[config.mk]
export PLATFORM = sky130hd
export DESIGN_NAME = bac_area_ctrl
export DESIGN_NICKNAME = d
export VERILOG_FILES = /design/src/bac_pkg.sv /design/src/bac_area_ctrl.sv /design/src/bac_strap_sync.sv /design/src/bac_burst_decode.sv
export SDC_FILE = /design/constraint.sdc
export NUM_CORES = 1
export LEC_CHECK = 0
export BUFFER_PORTS_ARGS = -buffer_cell sky130_fd_sc_hd__clkbuf_2
export CAP_MARGIN = 20
export CORE_ASPECT_RATIO = 0.5
export CORE_MARGIN = 4
export CORE_UTILIZATION = 41
export CTS_CLUSTER_SIZE = 14
export DETAILED_ROUTE_END_ITERATION = 8
export PLACE_DENSITY = 0.75
export SLEW_MARGIN = 20
export SYNTH_ARGS = -nofsm -noshare
export SYNTH_HDL_FRONTEND = slang
export SYNTH_SLANG_ARGS = --single-unit
[constraint.sdc]
create_clock -name ref_clk_i -period 1.35 [get_ports ref_clk_i]
set_input_delay 0.135 -clock ref_clk_i [delete_from_list [all_inputs] [get_ports ref_clk_i]]
set_output_delay 0.135 -clock ref_clk_i [all_outputs]
set_load 0.05 [all_outputs]
[src/bac_pkg.sv]
// Package for the bus area control register block: field layout, reset values, decoded types.
// Assumes a single 40 MHz clock domain and an Avalon-MM slave with 32-bit data words.

package bac_pkg;

    localparam int REG_W = 16;
    localparam int BUS_DW = 32;
    localparam int ADDR_W = 4;

    // Register byte addresses on the slave.
    localparam logic [ADDR_W-1:0] OFS_AREA_CTRL = 4'h0;
    localparam logic [ADDR_W-1:0] OFS_STATUS    = 4'h4;

    localparam logic [REG_W-1:0] AREA_CTRL_RESET = 16'h0000;

    localparam int BIT_ADDR_PU  = 15;
    localparam int BIT_DATA_PU  = 14;
    localparam int BIT_MEM_DRV  = 13;
    localparam int BIT_STB_DRV  = 12;
    localparam int BIT_ENDIAN   = 11;
    localparam int LSB_A0_BURST = 9;
    localparam int LSB_A5_BURST = 7;
    localparam int LSB_A6_BURST = 5;
    localparam int LSB_MEMTYPE  = 2;
    localparam int BIT_A5_CARD  = 1;
    localparam int BIT_A6_CARD  = 0;

    // Bits software may change; the byte-order flag is excluded.
    localparam logic [REG_W-1:0] WRITE_MASK = 16'hf7ff;

    localparam int ADDR_PU_CYCLES = 4;
    localparam int STRAP_SYNC_LEN = 3;

    typedef enum logic [1:0] {
        BAC_BURST_NONE = 2'b00,
        BAC_BURST_4    = 2'b01,
        BAC_BURST_8    = 2'b10,
        BAC_BURST_16   = 2'b11
    } bac_burst_e;

    typedef enum logic [2:0] {
        BAC_MT_ORDINARY = 3'b000,
        BAC_MT_A3_SDRAM = 3'b010,
        BAC_MT_BOTH_SD  = 3'b011
    } bac_memtype_e;

    typedef struct packed {
        logic [4:0] beats;
        logic       burst;
    } bac_burst_cfg_s;

    typedef struct packed {
        bac_burst_cfg_s area0;
        bac_burst_cfg_s area5;
        bac_burst_cfg_s area6;
        logic           area2_sdram;
        logic           area3_sdram;
        logic           memtype_bad;
        logic           area5_card;
        logic           area6_card;
        logic           little_endian;
    } bac_cfg_s;

    typedef struct packed {
        logic mem_oe;
        logic mem_high;
        logic strobe_oe;
        logic addr_pullup;
        logic data_pullup;
    } bac_pin_s;

endpackage

[src/bac_area_ctrl.sv]
// Bus area control register with Avalon-MM slave, decoded area configuration and pin control.
// Assumes power-on reset on rst_n_i; manual reset and standby arrive as inputs that do not clear it.
`timescale 1ns/10ps
module bac_area_ctrl (
    // Clock, reset, enable
    input  wire logic                        ref_clk_i,
    input  wire logic                        rst_n_i,
    input  wire logic                        clk_en_i,
    // Avalon-MM slave
    input  wire logic [bac_pkg::ADDR_W-1:0]  avs_address_i,
    input  wire logic                        avs_read_i,
    input  wire logic                        avs_write_i,
    input  wire logic [bac_pkg::BUS_DW-1:0]  avs_writedata_i,
    input  wire logic [3:0]                  avs_byteenable_i,
    output logic [bac_pkg::BUS_DW-1:0]       avs_readdata_o,
    output logic                             avs_waitrequest_o,
    output logic [1:0]                       avs_response_o,
    // Chip state
    input  wire logic                        manual_reset_i,
    input  wire logic                        standby_i,
    input  wire logic                        bus_release_i,
    input  wire logic                        bus_grant_ack_i,
    input  wire logic                        data_bus_busy_i,
    input  wire logic                        byte_order_strap_i,
    // Decoded configuration and pin control
    output bac_pkg::bac_cfg_s                cfg_o,
    output bac_pkg::bac_pin_s                pin_o
);
    import bac_pkg::*;

    logic [REG_W-1:0] bus_area_control;
    logic             strap_level;
    logic             strap_taken;
    logic             ack;
    logic             hit_ctrl;
    logic             hit_stat;
    logic [2:0]       pu_count;
    logic             bga_prev;
    logic [REG_W-1:0] next_ctrl;
    bac_burst_cfg_s   dec_a0;
    bac_burst_cfg_s   dec_a5;
    bac_burst_cfg_s   dec_a6;

    bac_strap_sync u_strap (
        .ref_clk_i (ref_clk_i),
        .rst_n_i   (rst_n_i),
        .clk_en_i  (clk_en_i),
        .pin_i     (byte_order_strap_i),
        .level_o   (strap_level)
    );

    // One-cycle answer: waitrequest is high on the first cycle of a request and low on the second.
    always_ff @(posedge ref_clk_i) begin
        if (!rst_n_i) begin
            ack <= 1'b0;
        end else if (clk_en_i) begin
            ack <= (avs_read_i || avs_write_i) && !ack;
        end
    end

    assign avs_waitrequest_o = (avs_read_i || avs_write_i) && !ack;
    assign hit_ctrl = (avs_address_i == OFS_AREA_CTRL);
    assign hit_stat = (avs_address_i == OFS_STATUS);

    always_comb begin
        next_ctrl = bus_area_control;
        if (avs_byteenable_i[0]) begin
            next_ctrl[7:0] = avs_writedata_i[7:0];
        end
        if (avs_byteenable_i[1]) begin
            next_ctrl[15:8] = avs_writedata_i[15:8];
        end
        next_ctrl = (next_ctrl & WRITE_MASK) | (bus_area_control & ~WRITE_MASK);
    end

    always_ff @(posedge ref_clk_i) begin
        if (!rst_n_i) begin
            bus_area_control <= AREA_CTRL_RESET;
        end else if (clk_en_i) begin
            if (avs_write_i && ack && hit_ctrl) begin
                bus_area_control <= next_ctrl;
            end
            if (!strap_taken) begin
                bus_area_control[BIT_ENDIAN] <= strap_level;
            end
        end
    end

    // The synchroniser output is first valid one edge after its three stages have filled.
    // An earlier capture would latch the reset level of the stages instead of the strap.
    logic [2:0] strap_wait;
    always_ff @(posedge ref_clk_i) begin
        if (!rst_n_i) begin
            strap_wait  <= 3'h0;
            strap_taken <= 1'b0;
        end else if (clk_en_i && !strap_taken) begin
            strap_wait <= strap_wait + 3'h1;
            if (strap_wait == 3'(STRAP_SYNC_LEN + 1)) begin
                strap_taken <= 1'b1;
            end
        end
    end

    // Read data; unmapped addresses read zero with a slave error response.
    always_ff @(posedge ref_clk_i) begin
        if (!rst_n_i) begin
            avs_readdata_o <= '0;
            avs_response_o <= 2'h0;
        end else if (clk_en_i && (avs_read_i || avs_write_i) && !ack) begin
            avs_response_o <= (hit_ctrl || hit_stat) ? 2'h0 : 2'h2;
            if (hit_ctrl) begin
                avs_readdata_o <= {16'h0000, bus_area_control};
            end else if (hit_stat) begin
                avs_readdata_o <= {27'h0000000, cfg_o.memtype_bad, pu_count, strap_taken};
            end else begin
                avs_readdata_o <= '0;
            end
        end
    end

    bac_burst_decode u_dec_a0 (
        .field_i (bus_area_control[LSB_A0_BURST+:2]),
        .cfg_o   (dec_a0)
    );
    bac_burst_decode u_dec_a5 (
        .field_i (bus_area_control[LSB_A5_BURST+:2]),
        .cfg_o   (dec_a5)
    );
    bac_burst_decode u_dec_a6 (
        .field_i (bus_area_control[LSB_A6_BURST+:2]),
        .cfg_o   (dec_a6)
    );

    always_comb begin
        cfg_o.area0         = dec_a0;
        cfg_o.area5         = dec_a5;
        cfg_o.area6         = dec_a6;
        cfg_o.area2_sdram   = 1'b0;
        cfg_o.area3_sdram   = 1'b0;
        cfg_o.memtype_bad   = 1'b0;
        cfg_o.area5_card    = bus_area_control[BIT_A5_CARD];
        cfg_o.area6_card    = bus_area_control[BIT_A6_CARD];
        cfg_o.little_endian = bus_area_control[BIT_ENDIAN];
        case (bac_memtype_e'(bus_area_control[LSB_MEMTYPE+:3]))
            BAC_MT_ORDINARY: cfg_o.memtype_bad = 1'b0;
            BAC_MT_A3_SDRAM: cfg_o.area3_sdram = 1'b1;
            BAC_MT_BOTH_SD: begin
                cfg_o.area2_sdram = 1'b1;
                cfg_o.area3_sdram = 1'b1;
            end
            default: cfg_o.memtype_bad = 1'b1;
        endcase
    end

    always_ff @(posedge ref_clk_i) begin
        if (!rst_n_i) begin
            bga_prev <= 1'b0;
            pu_count <= 3'h0;
        end else if (clk_en_i) begin
            bga_prev <= bus_grant_ack_i;
            if (bus_grant_ack_i && !bga_prev && bus_area_control[BIT_ADDR_PU]) begin
                pu_count <= 3'(ADDR_PU_CYCLES);
            end else if (pu_count != 3'h0) begin
                pu_count <= pu_count - 3'h1;
            end
        end
    end

    // Pin controls are registered so that all pin control outputs come from flip-flops.
    always_ff @(posedge ref_clk_i) begin
        if (!rst_n_i) begin
            pin_o <= '0;
        end else if (clk_en_i) begin
            pin_o.addr_pullup <= (bus_grant_ack_i && !bga_prev && bus_area_control[BIT_ADDR_PU])
                                 || (pu_count > 3'h1);
            pin_o.data_pullup <= bus_area_control[BIT_DATA_PU] && !data_bus_busy_i;
            pin_o.mem_oe   <= !standby_i || bus_area_control[BIT_MEM_DRV];
            pin_o.mem_high <= standby_i && bus_area_control[BIT_MEM_DRV];
            pin_o.strobe_oe <= !(standby_i || bus_release_i) || bus_area_control[BIT_STB_DRV];
        end
    end
endmodule

[src/bac_strap_sync.sv]
// Three-stage synchroniser for the byte-order strap pin.
// Assumes the strap is a slow level from outside the clock domain.
`timescale 1ns/10ps
module bac_strap_sync (
    // Clock and control
    input  wire logic ref_clk_i,
    input  wire logic rst_n_i,
    input  wire logic clk_en_i,
    // Pin and result
    input  wire logic pin_i,
    output logic      level_o
);
    import bac_pkg::*;

    logic [STRAP_SYNC_LEN-1:0] stage;

    always_ff @(posedge ref_clk_i) begin
        if (!rst_n_i) begin
            stage <= '0;
        end else if (clk_en_i) begin
            stage <= {stage[STRAP_SYNC_LEN-2:0], pin_i};
        end
    end

    // Only the second and third stages are compared, so a metastable first stage is never seen.
    always_ff @(posedge ref_clk_i) begin
        if (!rst_n_i) begin
            level_o <= 1'b0;
        end else if (clk_en_i && (stage[1] == stage[2])) begin
            level_o <= stage[2];
        end
    end
endmodule

[src/bac_burst_decode.sv]
// Decoder from a two-bit burst field to a burst enable and a beat count.
// Assumes a purely combinational use inside the register block.
`timescale 1ns/10ps
module bac_burst_decode (
    // Field in
    input  wire logic [1:0]                field_i,
    // Decoded result
    output bac_pkg::bac_burst_cfg_s        cfg_o
);
    import bac_pkg::*;

    always_comb begin
        cfg_o.burst = 1'b1;
        case (bac_burst_e'(field_i))
            BAC_BURST_4: cfg_o.beats = 5'h04;
            BAC_BURST_8: cfg_o.beats = 5'h08;
            BAC_BURST_16: cfg_o.beats = 5'h10;
            default: begin
                cfg_o.burst = 1'b0;
                cfg_o.beats = 5'h01;
            end
        endcase
    end
endmodule

==> flow_metrics.tcl, run 1 <==
set metrics [dict create \
    grt_use_total 0.150 \
    die_w_um 116 \
    cts_buffers 5 \
    final_nets 400 \
    yosys-top-cells-area "dfxtp_1, mux2i_1, nand2_1" \
    hold_class "in -> reg" \
    synth_top_cell_by_area "dfxtp_1" \
    clock_power_share 0.399 \
    synth_edf_count 0 \
    comb_power_share 0.154 \
    grt_start_max_net_pins 22 \
    die_y_um 61.9 \
    cts.path.max_buffers 2 \
    rsz0062_at_grt "no" \
    postCtsSetupBuffers 0 \
    yosys_warnings 0 \
    rows 19 \
    leakagePower_nw 1.39 \
    drt_iter0_markers 60 \
    core-area_um2 5540 \
    synth_top_area_share 0.429 \
    synth-main-ff-cell "dfxtp_1" \
    setup_ws_ns 0.0531 \
    syn_to_final_growth_pct 25.5 \
    clockRootBuffer "clkbuf_16" \
    dp_hpwl_um 4260 \
    place_area_um2 2790 \
    htreeDepth 2 \
    startpoint_type "register" \
    routed_wl_um 5480 \
    cp.arrival_ns 1.16 \
    syn_inst 269 \
    design.die.area_um2 7160 \
    clock_latency_ns 0.29 \
    fillers 511 \
    layout_common_cells "clkbuf_2, nand2_1, dfxtp_1" \
    internal_power_mw 2.60 \
    syn_area_per_cell_um2 8.85 \
    post-route-util 0.540 \
    cts.sink_count 51 \
    num_vias 2036 \
    first_pass_iters 4 \
    overflow 0 \
    min_from "avs_writedata_i[9]" \
    antenna_found_initial 0 \
    max-cap-violations 0 \
    tritoncts "yes" \
    syn_area_um2 2380 \
    grt_pass1_wl_um 8530 \
    layout_commonest_cell "clkbuf_2" \
    drcViolationCount 0 \
    post-route-period-util 0.961 \
    finalSetupViolCount 0 \
    via_per_inst 4.86 \
    rr_startpoint "pu_count[1]$_SDFFE_PN0P_" \
    swShare 0.268 \
    dp_slack_ns -0.0400 \
    crit_fanout 5 \
    hold_violations 0 \
    path_class "reg -> out" \
    clk_pin_slew_ns 0.07 \
    portBuffers 74 \
    fin_skew_ns 0.00369 \
    drv_slew 0 \
    period_minus_slack_ns 1.30 \
    drive_gt1_frac 0.318 \
    p_sw_mw 0.952 \
    cts_hold_buffers 0 \
    ys_ff_latch 51 \
    ios 115 \
    outcome "complete, no violations" \
    startpoint "bus_area_control[7]$_SDFFE_PN0P_" \
    place_congestion 0.838 \
    critPathCaptureType "output port" \
    worst-endpoint-required_ns 1.22 \
    final_cell_area_um2 2990 \
    power_density_nw_per_um2 1190 \
    ir_worst_vdd_mv 0.602 \
    antenna_left 0 \
    ys_seq_area_frac 0.429 \
    async_reset_ff_frac 0 \
    p_seq_frac 0.446 \
    synth.distinct_cells 39 \
    initial_core_util 0.430 \
    antennaDiodeCount 0 \
    grt_pass1_vias 1929 \
    wl_per_cell_um 13.1 \
    fmax_ghz 0.771 \
]
critical path, cell delays in order, from the launching register on:
cell	delay (ns)
dfxtp_1	0.33
or2_2	0.31
clkbuf_2	0.24
cell families after synthesis:
group	synth area share
adder cells (fa/ha/maj)	0.0210
flip-flops	0.429
other	0.00157
multiplexers	0.109
AO/OA/AOI/OAI	0.106
XOR/XNOR	0.00736
AND/OR/NAND/NOR	0.207
buffers and inverters	0.120
power groups by stage:
| stage | Combinational (mW) | Sequential (mW) | Clock, mW |
|---|---|---|---|
| 2_1_floorplan | 0.397 | 1.65 | 0 |
| 3_3_place_gp | 0.515 | 1.61 | 0 |
| 3_5_place_dp | 0.529 | 1.62 | 0 |
| 4_1_cts | 0.540 | 1.58 | 1.44 |
| 5_1_grt | 0.588 | 1.59 | 1.52 |
| 6_report | 0.548 | 1.58 | 1.42 |
stage by stage:
step           std cells  TNS, ns  hold WS, ns  power, mW
3_3_place_gp         411  -0.0127        0.367       2.13
5_1_grt              419        0       0.0819       3.70
6_report             419        0       0.0780       3.55
2_1_floorplan        288        0        0.245       2.05
3_5_place_dp         411   -0.276        0.376       2.15
4_1_cts              419        0       0.0753       3.56
final timing paths:
kind / to / slack [ns] / cells past startpoint
min: bus_area_control[9]$_SDFFE_PN0P_ / 0.08 / 3
max reg2reg: pu_count[2]$_SDFFE_PN0P_ / 0.06 / 5
max: cfg_o[12] / 0.05 / 2
min reg2reg: avs_readdata_o[8]$_SDFFE_PN0P_ / 0.47 / 2
synth_stat cells, types with 2 or more instances:
| cell | n |
|---|---|
| nor2_1 | 13 |
| dfxtp_1 | 51 |
| or2_2 | 3 |
| mux2i_1 | 26 |
| and2_1 | 5 |
| o22ai_1 | 13 |
| clkbuf_1 | 5 |
| nand3b_1 | 3 |
| a31oi_1 | 4 |
| o21ai_0 | 4 |
| buf_4 | 23 |
| nor2b_1 | 7 |
| buf_1 | 2 |
| nor2_8 | 2 |
| nand3_1 | 4 |
| buf_2 | 6 |
| inv_1 | 11 |
| o32ai_1 | 5 |
| a21oi_1 | 6 |
| a21o_1 | 2 |
| ha_1 | 4 |
| nand2_1 | 53 |
sequential cells by signal, summed over array words and instances, names as in the netlist, 3 cells and up:
signal / flops
avs_readdata_o: 16
bus_area_control: 16
pin_o: 5
pu_count: 3
strap_wait: 3
u_strap.stage: 3
layer usage:
metal / global-route usage / up-vias / wire, um
met5: 0 / - / 0
met4: 0.0380 / 0 / 44
met3: 0.0368 / 5 / 397
met2: 0.292 / 59 / 2820
met1: 0.170 / 950 / 2210
li1: - / 1022 / -
layout make-up:
| class | instances | area [um2] | share of cell area |
|---|---|---|---|
| clock buffer | 5 | 125 | 0.0419 |
| clock inverter | 3 | 43.8 | 0.0147 |
| inverter | 12 | 45.0 | 0.0151 |
| multi-input combinational | 188 | 1170 | 0.391 |
| sequential | 51 | 1020 | 0.343 |
| tap | 73 | 91.3 | 0.0306 |
| timing repair buffer | 87 | 492 | 0.165 |
repair_timing:
| action | in CTS | in global routing |
|---|---|---|
| resized for setup | 4 | 15 |
| endpoints found under the setup margin | 4 | 9 |
| hold endpoints to repair | 0 | 0 |
| pin swaps | 0 | 0 |
No activity file was read; power rests on OpenSTA's default activity.
==> run 2, diff against run 1 <==
--- a/config.mk
+++ b/config.mk
@@ -9,10 +9,9 @@
 export CAP_MARGIN = 20
 export CORE_ASPECT_RATIO = 0.5
 export CORE_MARGIN = 4
-export CORE_UTILIZATION = 41
+export CORE_UTILIZATION = 30
 export CTS_CLUSTER_SIZE = 14
 export DETAILED_ROUTE_END_ITERATION = 8
-export PLACE_DENSITY = 0.75
 export SLEW_MARGIN = 20
 export SYNTH_ARGS = -nofsm -noshare
 export SYNTH_HDL_FRONTEND = slang
==> flow_metrics.tcl, run 2 (same netlist as run 1, synthesis figures left out) <==
set metrics [dict create \
    fin_skew_ns 0.00529 \
    design.die.area_um2 9510 \
    p_seq_frac 0.442 \
    via_per_inst 4.34 \
    syn_to_final_growth_pct 28.3 \
    antenna_left 0 \
    layout_commonest_cell "clkbuf_2" \
    drt_iter0_markers 56 \
    cts.path.max_buffers 2 \
    leakagePower_nw 1.41 \
    place_congestion 0.795 \
    hold_class "in -> reg" \
    fmax_ghz 0.755 \
    startpoint_type "register" \
    overflow 0 \
    reg.largest.list "avs_readdata_o x16, bus_area_control x16, pin_o x5" \
    dp_hpwl_um 4340 \
    antennaDiodeCount 0 \
    cts_hold_buffers 0 \
    layout_common_cells "clkbuf_2, nand2_1, dfxtp_1" \
    finalSetupViolCount 0 \
    crit_fanout 5 \
    worst-endpoint-required_ns 1.22 \
    dp_slack_ns -0.0379 \
    grt_start_max_net_pins 32 \
    clock_power_share 0.407 \
    clk_pin_slew_ns 0.06 \
    ir_worst_vdd_mv 0.570 \
    power_density_nw_per_um2 1170 \
    drv_slew 0 \
    cp.arrival_ns 1.19 \
    ios 115 \
    clockRootBuffer "clkbuf_16" \
    routed_wl_um 5610 \
    grt_pass1_wl_um 9160 \
    outcome "complete, no violations" \
    swShare 0.262 \
    core-area_um2 7510 \
    wl_per_cell_um 12.3 \
    rows 22 \
    period_minus_slack_ns 1.32 \
    hold-worst-slack_ns 0.0750 \
    cts_buffers 5 \
    p_total_mw 3.59 \
    rr_startpoint "pu_count[0]$_SDFFE_PN0P_" \
    initial_core_util 0.317 \
    htreeDepth 2 \
    rsz0062_at_grt "no" \
    grt_pass1_vias 1948 \
    cts.sink_count 51 \
    internal_power_mw 2.65 \
    critPathCaptureType "output port" \
    clock_latency_ns 0.29 \
    p_sw_mw 0.942 \
    drive_gt1_frac 0.326 \
    portBuffers 74 \
    tritoncts "yes" \
    min_from "avs_writedata_i[0]" \
    post-route-period-util 0.981 \
    max-cap-violations 0 \
    comb_power_share 0.151 \
    path_class "reg -> out" \
    num_vias 1973 \
    setup_ws_ns 0.0263 \
    antenna_found_initial 0 \
    postCtsSetupBuffers 0 \
    grt_use_total 0.119 \
    final_nets 401 \
    die_y_um 71.0 \
    first_pass_iters 4 \
    die_w_um 134 \
    startpoint "bus_area_control[9]$_SDFFE_PN0P_" \
    hold_violations 0 \
    drcViolationCount 0 \
]
## run 2: cell count changes in the layout (fill, tap and decap cells not counted), sizes merged
cell / before / now
buf: 18 / 20
clkinv: 3 / 2
## run 2: area by class of cell
cell class,instances,area [um2]
multi-input cells,188,1160
fillers,797,4460
clock inverters,2,35.0
repair buffers,88,509
inverters,12,45.0
clock buffers,6,139
flip-flops and latches,51,1030
well taps,108,135
## run 2: final timing paths
check | slack [ns] | end | depth (start not counted)
worst max-delay path | 0.03 | cfg_o[19] | 3
worst min-delay path | 0.08 | bus_area_control[0]$_SDFFE_PN0P_ | 3
worst max register to register | 0.08 | pu_count[2]$_SDFFE_PN0P_ | 5
worst min register to register | 0.46 | pin_o[0]$_SDFFE_PN0P_ | 2
## run 2: per-layer routing
| metal | vias to the layer above | global-route usage | share of wire |
|---|---|---|---|
| li1 | 1016 | - | - |
| met1 | 902 | 0.147 | 0.45 |
| met2 | 45 | 0.204 | 0.48 |
| met3 | 10 | 0.0256 | 0.050 |
| met4 | 0 | 0.0490 | 0.022 |
| met5 | - | 0 | 0 |
## run 2: critical path, stage by stage (launching register included)
cell,delay (ns)
dfxtp_1,0.34
or2_2,0.31
inv_1,0.07
clkbuf_8,0.18
## run 2: power groups by stage
stage	Clock (mW)	Combinational (mW)	Sequential, mW
2_1_floorplan	0	0.397	1.65
3_3_place_gp	0	0.536	1.62
3_5_place_dp	0	0.539	1.62
4_1_cts	1.49	0.545	1.58
5_1_grt	1.54	0.594	1.59
6_report	1.46	0.544	1.58
## run 2: stage by stage
| stage | area [um2] | cells | TNS [ns] | utilization |
|---|---|---|---|---|
| after floorplan | 2470 | 288 | 0 | - |
| after global placement | 2840 | 447 | -0.0175 | 0.378 |
| after detailed placement | 2840 | 447 | -0.160 | 0.378 |
| after CTS | 3040 | 455 | 0 | 0.405 |
| after global routing | 3060 | 455 | 0 | 0.407 |
| final | 3060 | 455 | 0 | 0.407 |
## run 2: timing repair
item | 4_1_cts | 5_1_grt
pin swaps | 0 | 2
gates cloned | 0 | 0
endpoints found under the setup margin | 4 | 9
gates resized for setup | 7 | 14
endpoints found under the hold margin | 0 | 0
==> run 3, diff against run 2 <==
--- a/config.mk
+++ b/config.mk
@@ -5,7 +5,7 @@
 export SDC_FILE = /design/constraint.sdc
 export NUM_CORES = 1
 export LEC_CHECK = 0
-export BUFFER_PORTS_ARGS = -buffer_cell sky130_fd_sc_hd__clkbuf_2
+export BUFFER_PORTS_ARGS = -buffer_cell sky130_fd_sc_hd__buf_4
 export CAP_MARGIN = 20
 export CORE_ASPECT_RATIO = 0.5
 export CORE_MARGIN = 4
==> flow_metrics.tcl, run 3 (same netlist as run 1, synthesis figures left out) <==
set metrics [dict create \
    outcome "complete, no violations" \
    drive_gt1_frac 0.320 \
    clk_pin_slew_ns 0.06 \
    first_pass_iters 4 \
    cts_hold_buffers 0 \
    worst-endpoint-required_ns 1.22 \
    layout_commonest_cell "buf_4" \
    drv_slew 0 \
    cts.path.max_buffers 2 \
    finalSetupViolCount 0 \
    dp_hpwl_um 4540 \
    clockRootBuffer "clkbuf_16" \
    crit_fanout 5 \
    cp.arrival_ns 1.17 \
    num_vias 2021 \
    htreeDepth 2 \
    postCtsSetupBuffers 0 \
    overflow 0 \
    grt_start_max_net_pins 28 \
    rsz0062_at_grt "no" \
    reg.largest.list "avs_readdata_o x16, bus_area_control x16, pin_o x5" \
    antenna_found_initial 0 \
    startpoint_type "register" \
    drt_iter0_markers 50 \
    core-area_um2 7510 \
    final_cells 452 \
    power_density_nw_per_um2 1070 \
    hold_class "in -> reg" \
    leakagePower_nw 1.42 \
    cts_buffers 5 \
    path_class "reg -> out" \
    initial_core_util 0.317 \
    critPathCaptureType "output port" \
    routed_wl_um 5780 \
    tritoncts "yes" \
    p_total_mw 3.39 \
    post-route-period-util 0.969 \
    grt_use_total 0.118 \
    die_y_um 71.0 \
    hold_violations 0 \
    post-route-util 0.422 \
    fin_skew_ns 0.00293 \
    wl_per_cell_um 12.8 \
    cts.sink_count 51 \
    grt_pass1_vias 2009 \
    drcViolationCount 0 \
    layout_common_cells "buf_4, nand2_1, dfxtp_1" \
    design.die.area_um2 9510 \
    ios 115 \
    grt_pass1_wl_um 9290 \
    antennaDiodeCount 0 \
    max-cap-violations 0 \
    syn_to_final_growth_pct 33.1 \
    place_congestion 0.804 \
    die_w_um 134 \
    rows 22 \
    via_per_inst 4.47 \
    clock_latency_ns 0.28 \
    cts_resized 0 \
    period_minus_slack_ns 1.31 \
    fmax_ghz 0.764 \
    ir_worst_vdd_mv 0.526 \
    final_nets 399 \
    portBuffers 74 \
    antenna_left 0 \
    dp.cells 445 \
]
-- run 3: cell count changes in the layout (fill, tap and decap cells not counted), moves of 2 or more --
cell / delta
ha_1: -2
buf_4: +71
dfxtp_1: +4
clkbuf_2: -66
buf_2: -4
dfxtp_2: -4
clkbuf_8: -2
ha_2: +2
-- run 3: path summary, 6_finish.rpt --
check / slack [ns] / cells past startpoint / from / to
worst max register to register: 0.09 / 5 / pu_count[0]$_SDFFE_PN0P_ / pu_count[2]$_SDFFE_PN0P_
worst min register to register: 0.47 / 2 / pin_o[3]$_SDFFE_PN0P_ / pin_o[3]$_SDFFE_PN0P_
worst min-delay path: 0.07 / 2 / standby_i / pin_o[4]$_SDFFE_PN0P_
worst max-delay path: 0.04 / 3 / bus_area_control[9]$_SDFFE_PN0P_ / cfg_o[19]
-- run 3: final cells by class --
| class | instances | area, um2 |
|---|---|---|
| Clock buffer | 6 | 139 |
| Clock inverter | 1 | 5.00 |
| Fill cell | 738 | 4350 |
| Inverter | 12 | 45.0 |
| Multi-Input combinational cell | 188 | 1170 |
| Sequential cell | 51 | 1020 |
| Tap cell | 108 | 135 |
| Timing Repair Buffer | 86 | 649 |
-- run 3: worst max-delay path, cell delays in order, from the launching register on --
cell     delay, ns
dfxtp_1       0.34
or2_2         0.31
inv_1         0.06
buf_4         0.19
-- run 3: report_power, final --
| part | internal (mW) | switching (mW) | total [mW] |
|---|---|---|---|
| clock network | 0.723 | 0.500 | 1.22 |
| registers | 1.55 | 0.0369 | 1.59 |
| logic | 0.210 | 0.373 | 0.582 |
-- run 3: routing by layer --
layer  up-vias  share of wire  global-route usage
li1       1010              -                   -
met1       957           0.43               0.137
met2        48           0.52               0.222
met3         6          0.043              0.0227
met4         0          0.012              0.0365
met5         -              0                   0
-- run 3: metrics by stage --
step | setup WS (ns) | hold slack [ns] | setup TNS [ns] | instance area, um2
3_3_place_gp | -0.0199 | 0.356 | -0.140 | 3010
3_5_place_dp | -0.0533 | 0.358 | -0.360 | 3010
6_report | 0.0415 | 0.0692 | 0 | 3170
4_1_cts | 0.0281 | 0.0607 | 0 | 3150
2_1_floorplan | 0.0386 | 0.245 | 0 | 2470
5_1_grt | 0.00112 | 0.0786 | 0 | 3170
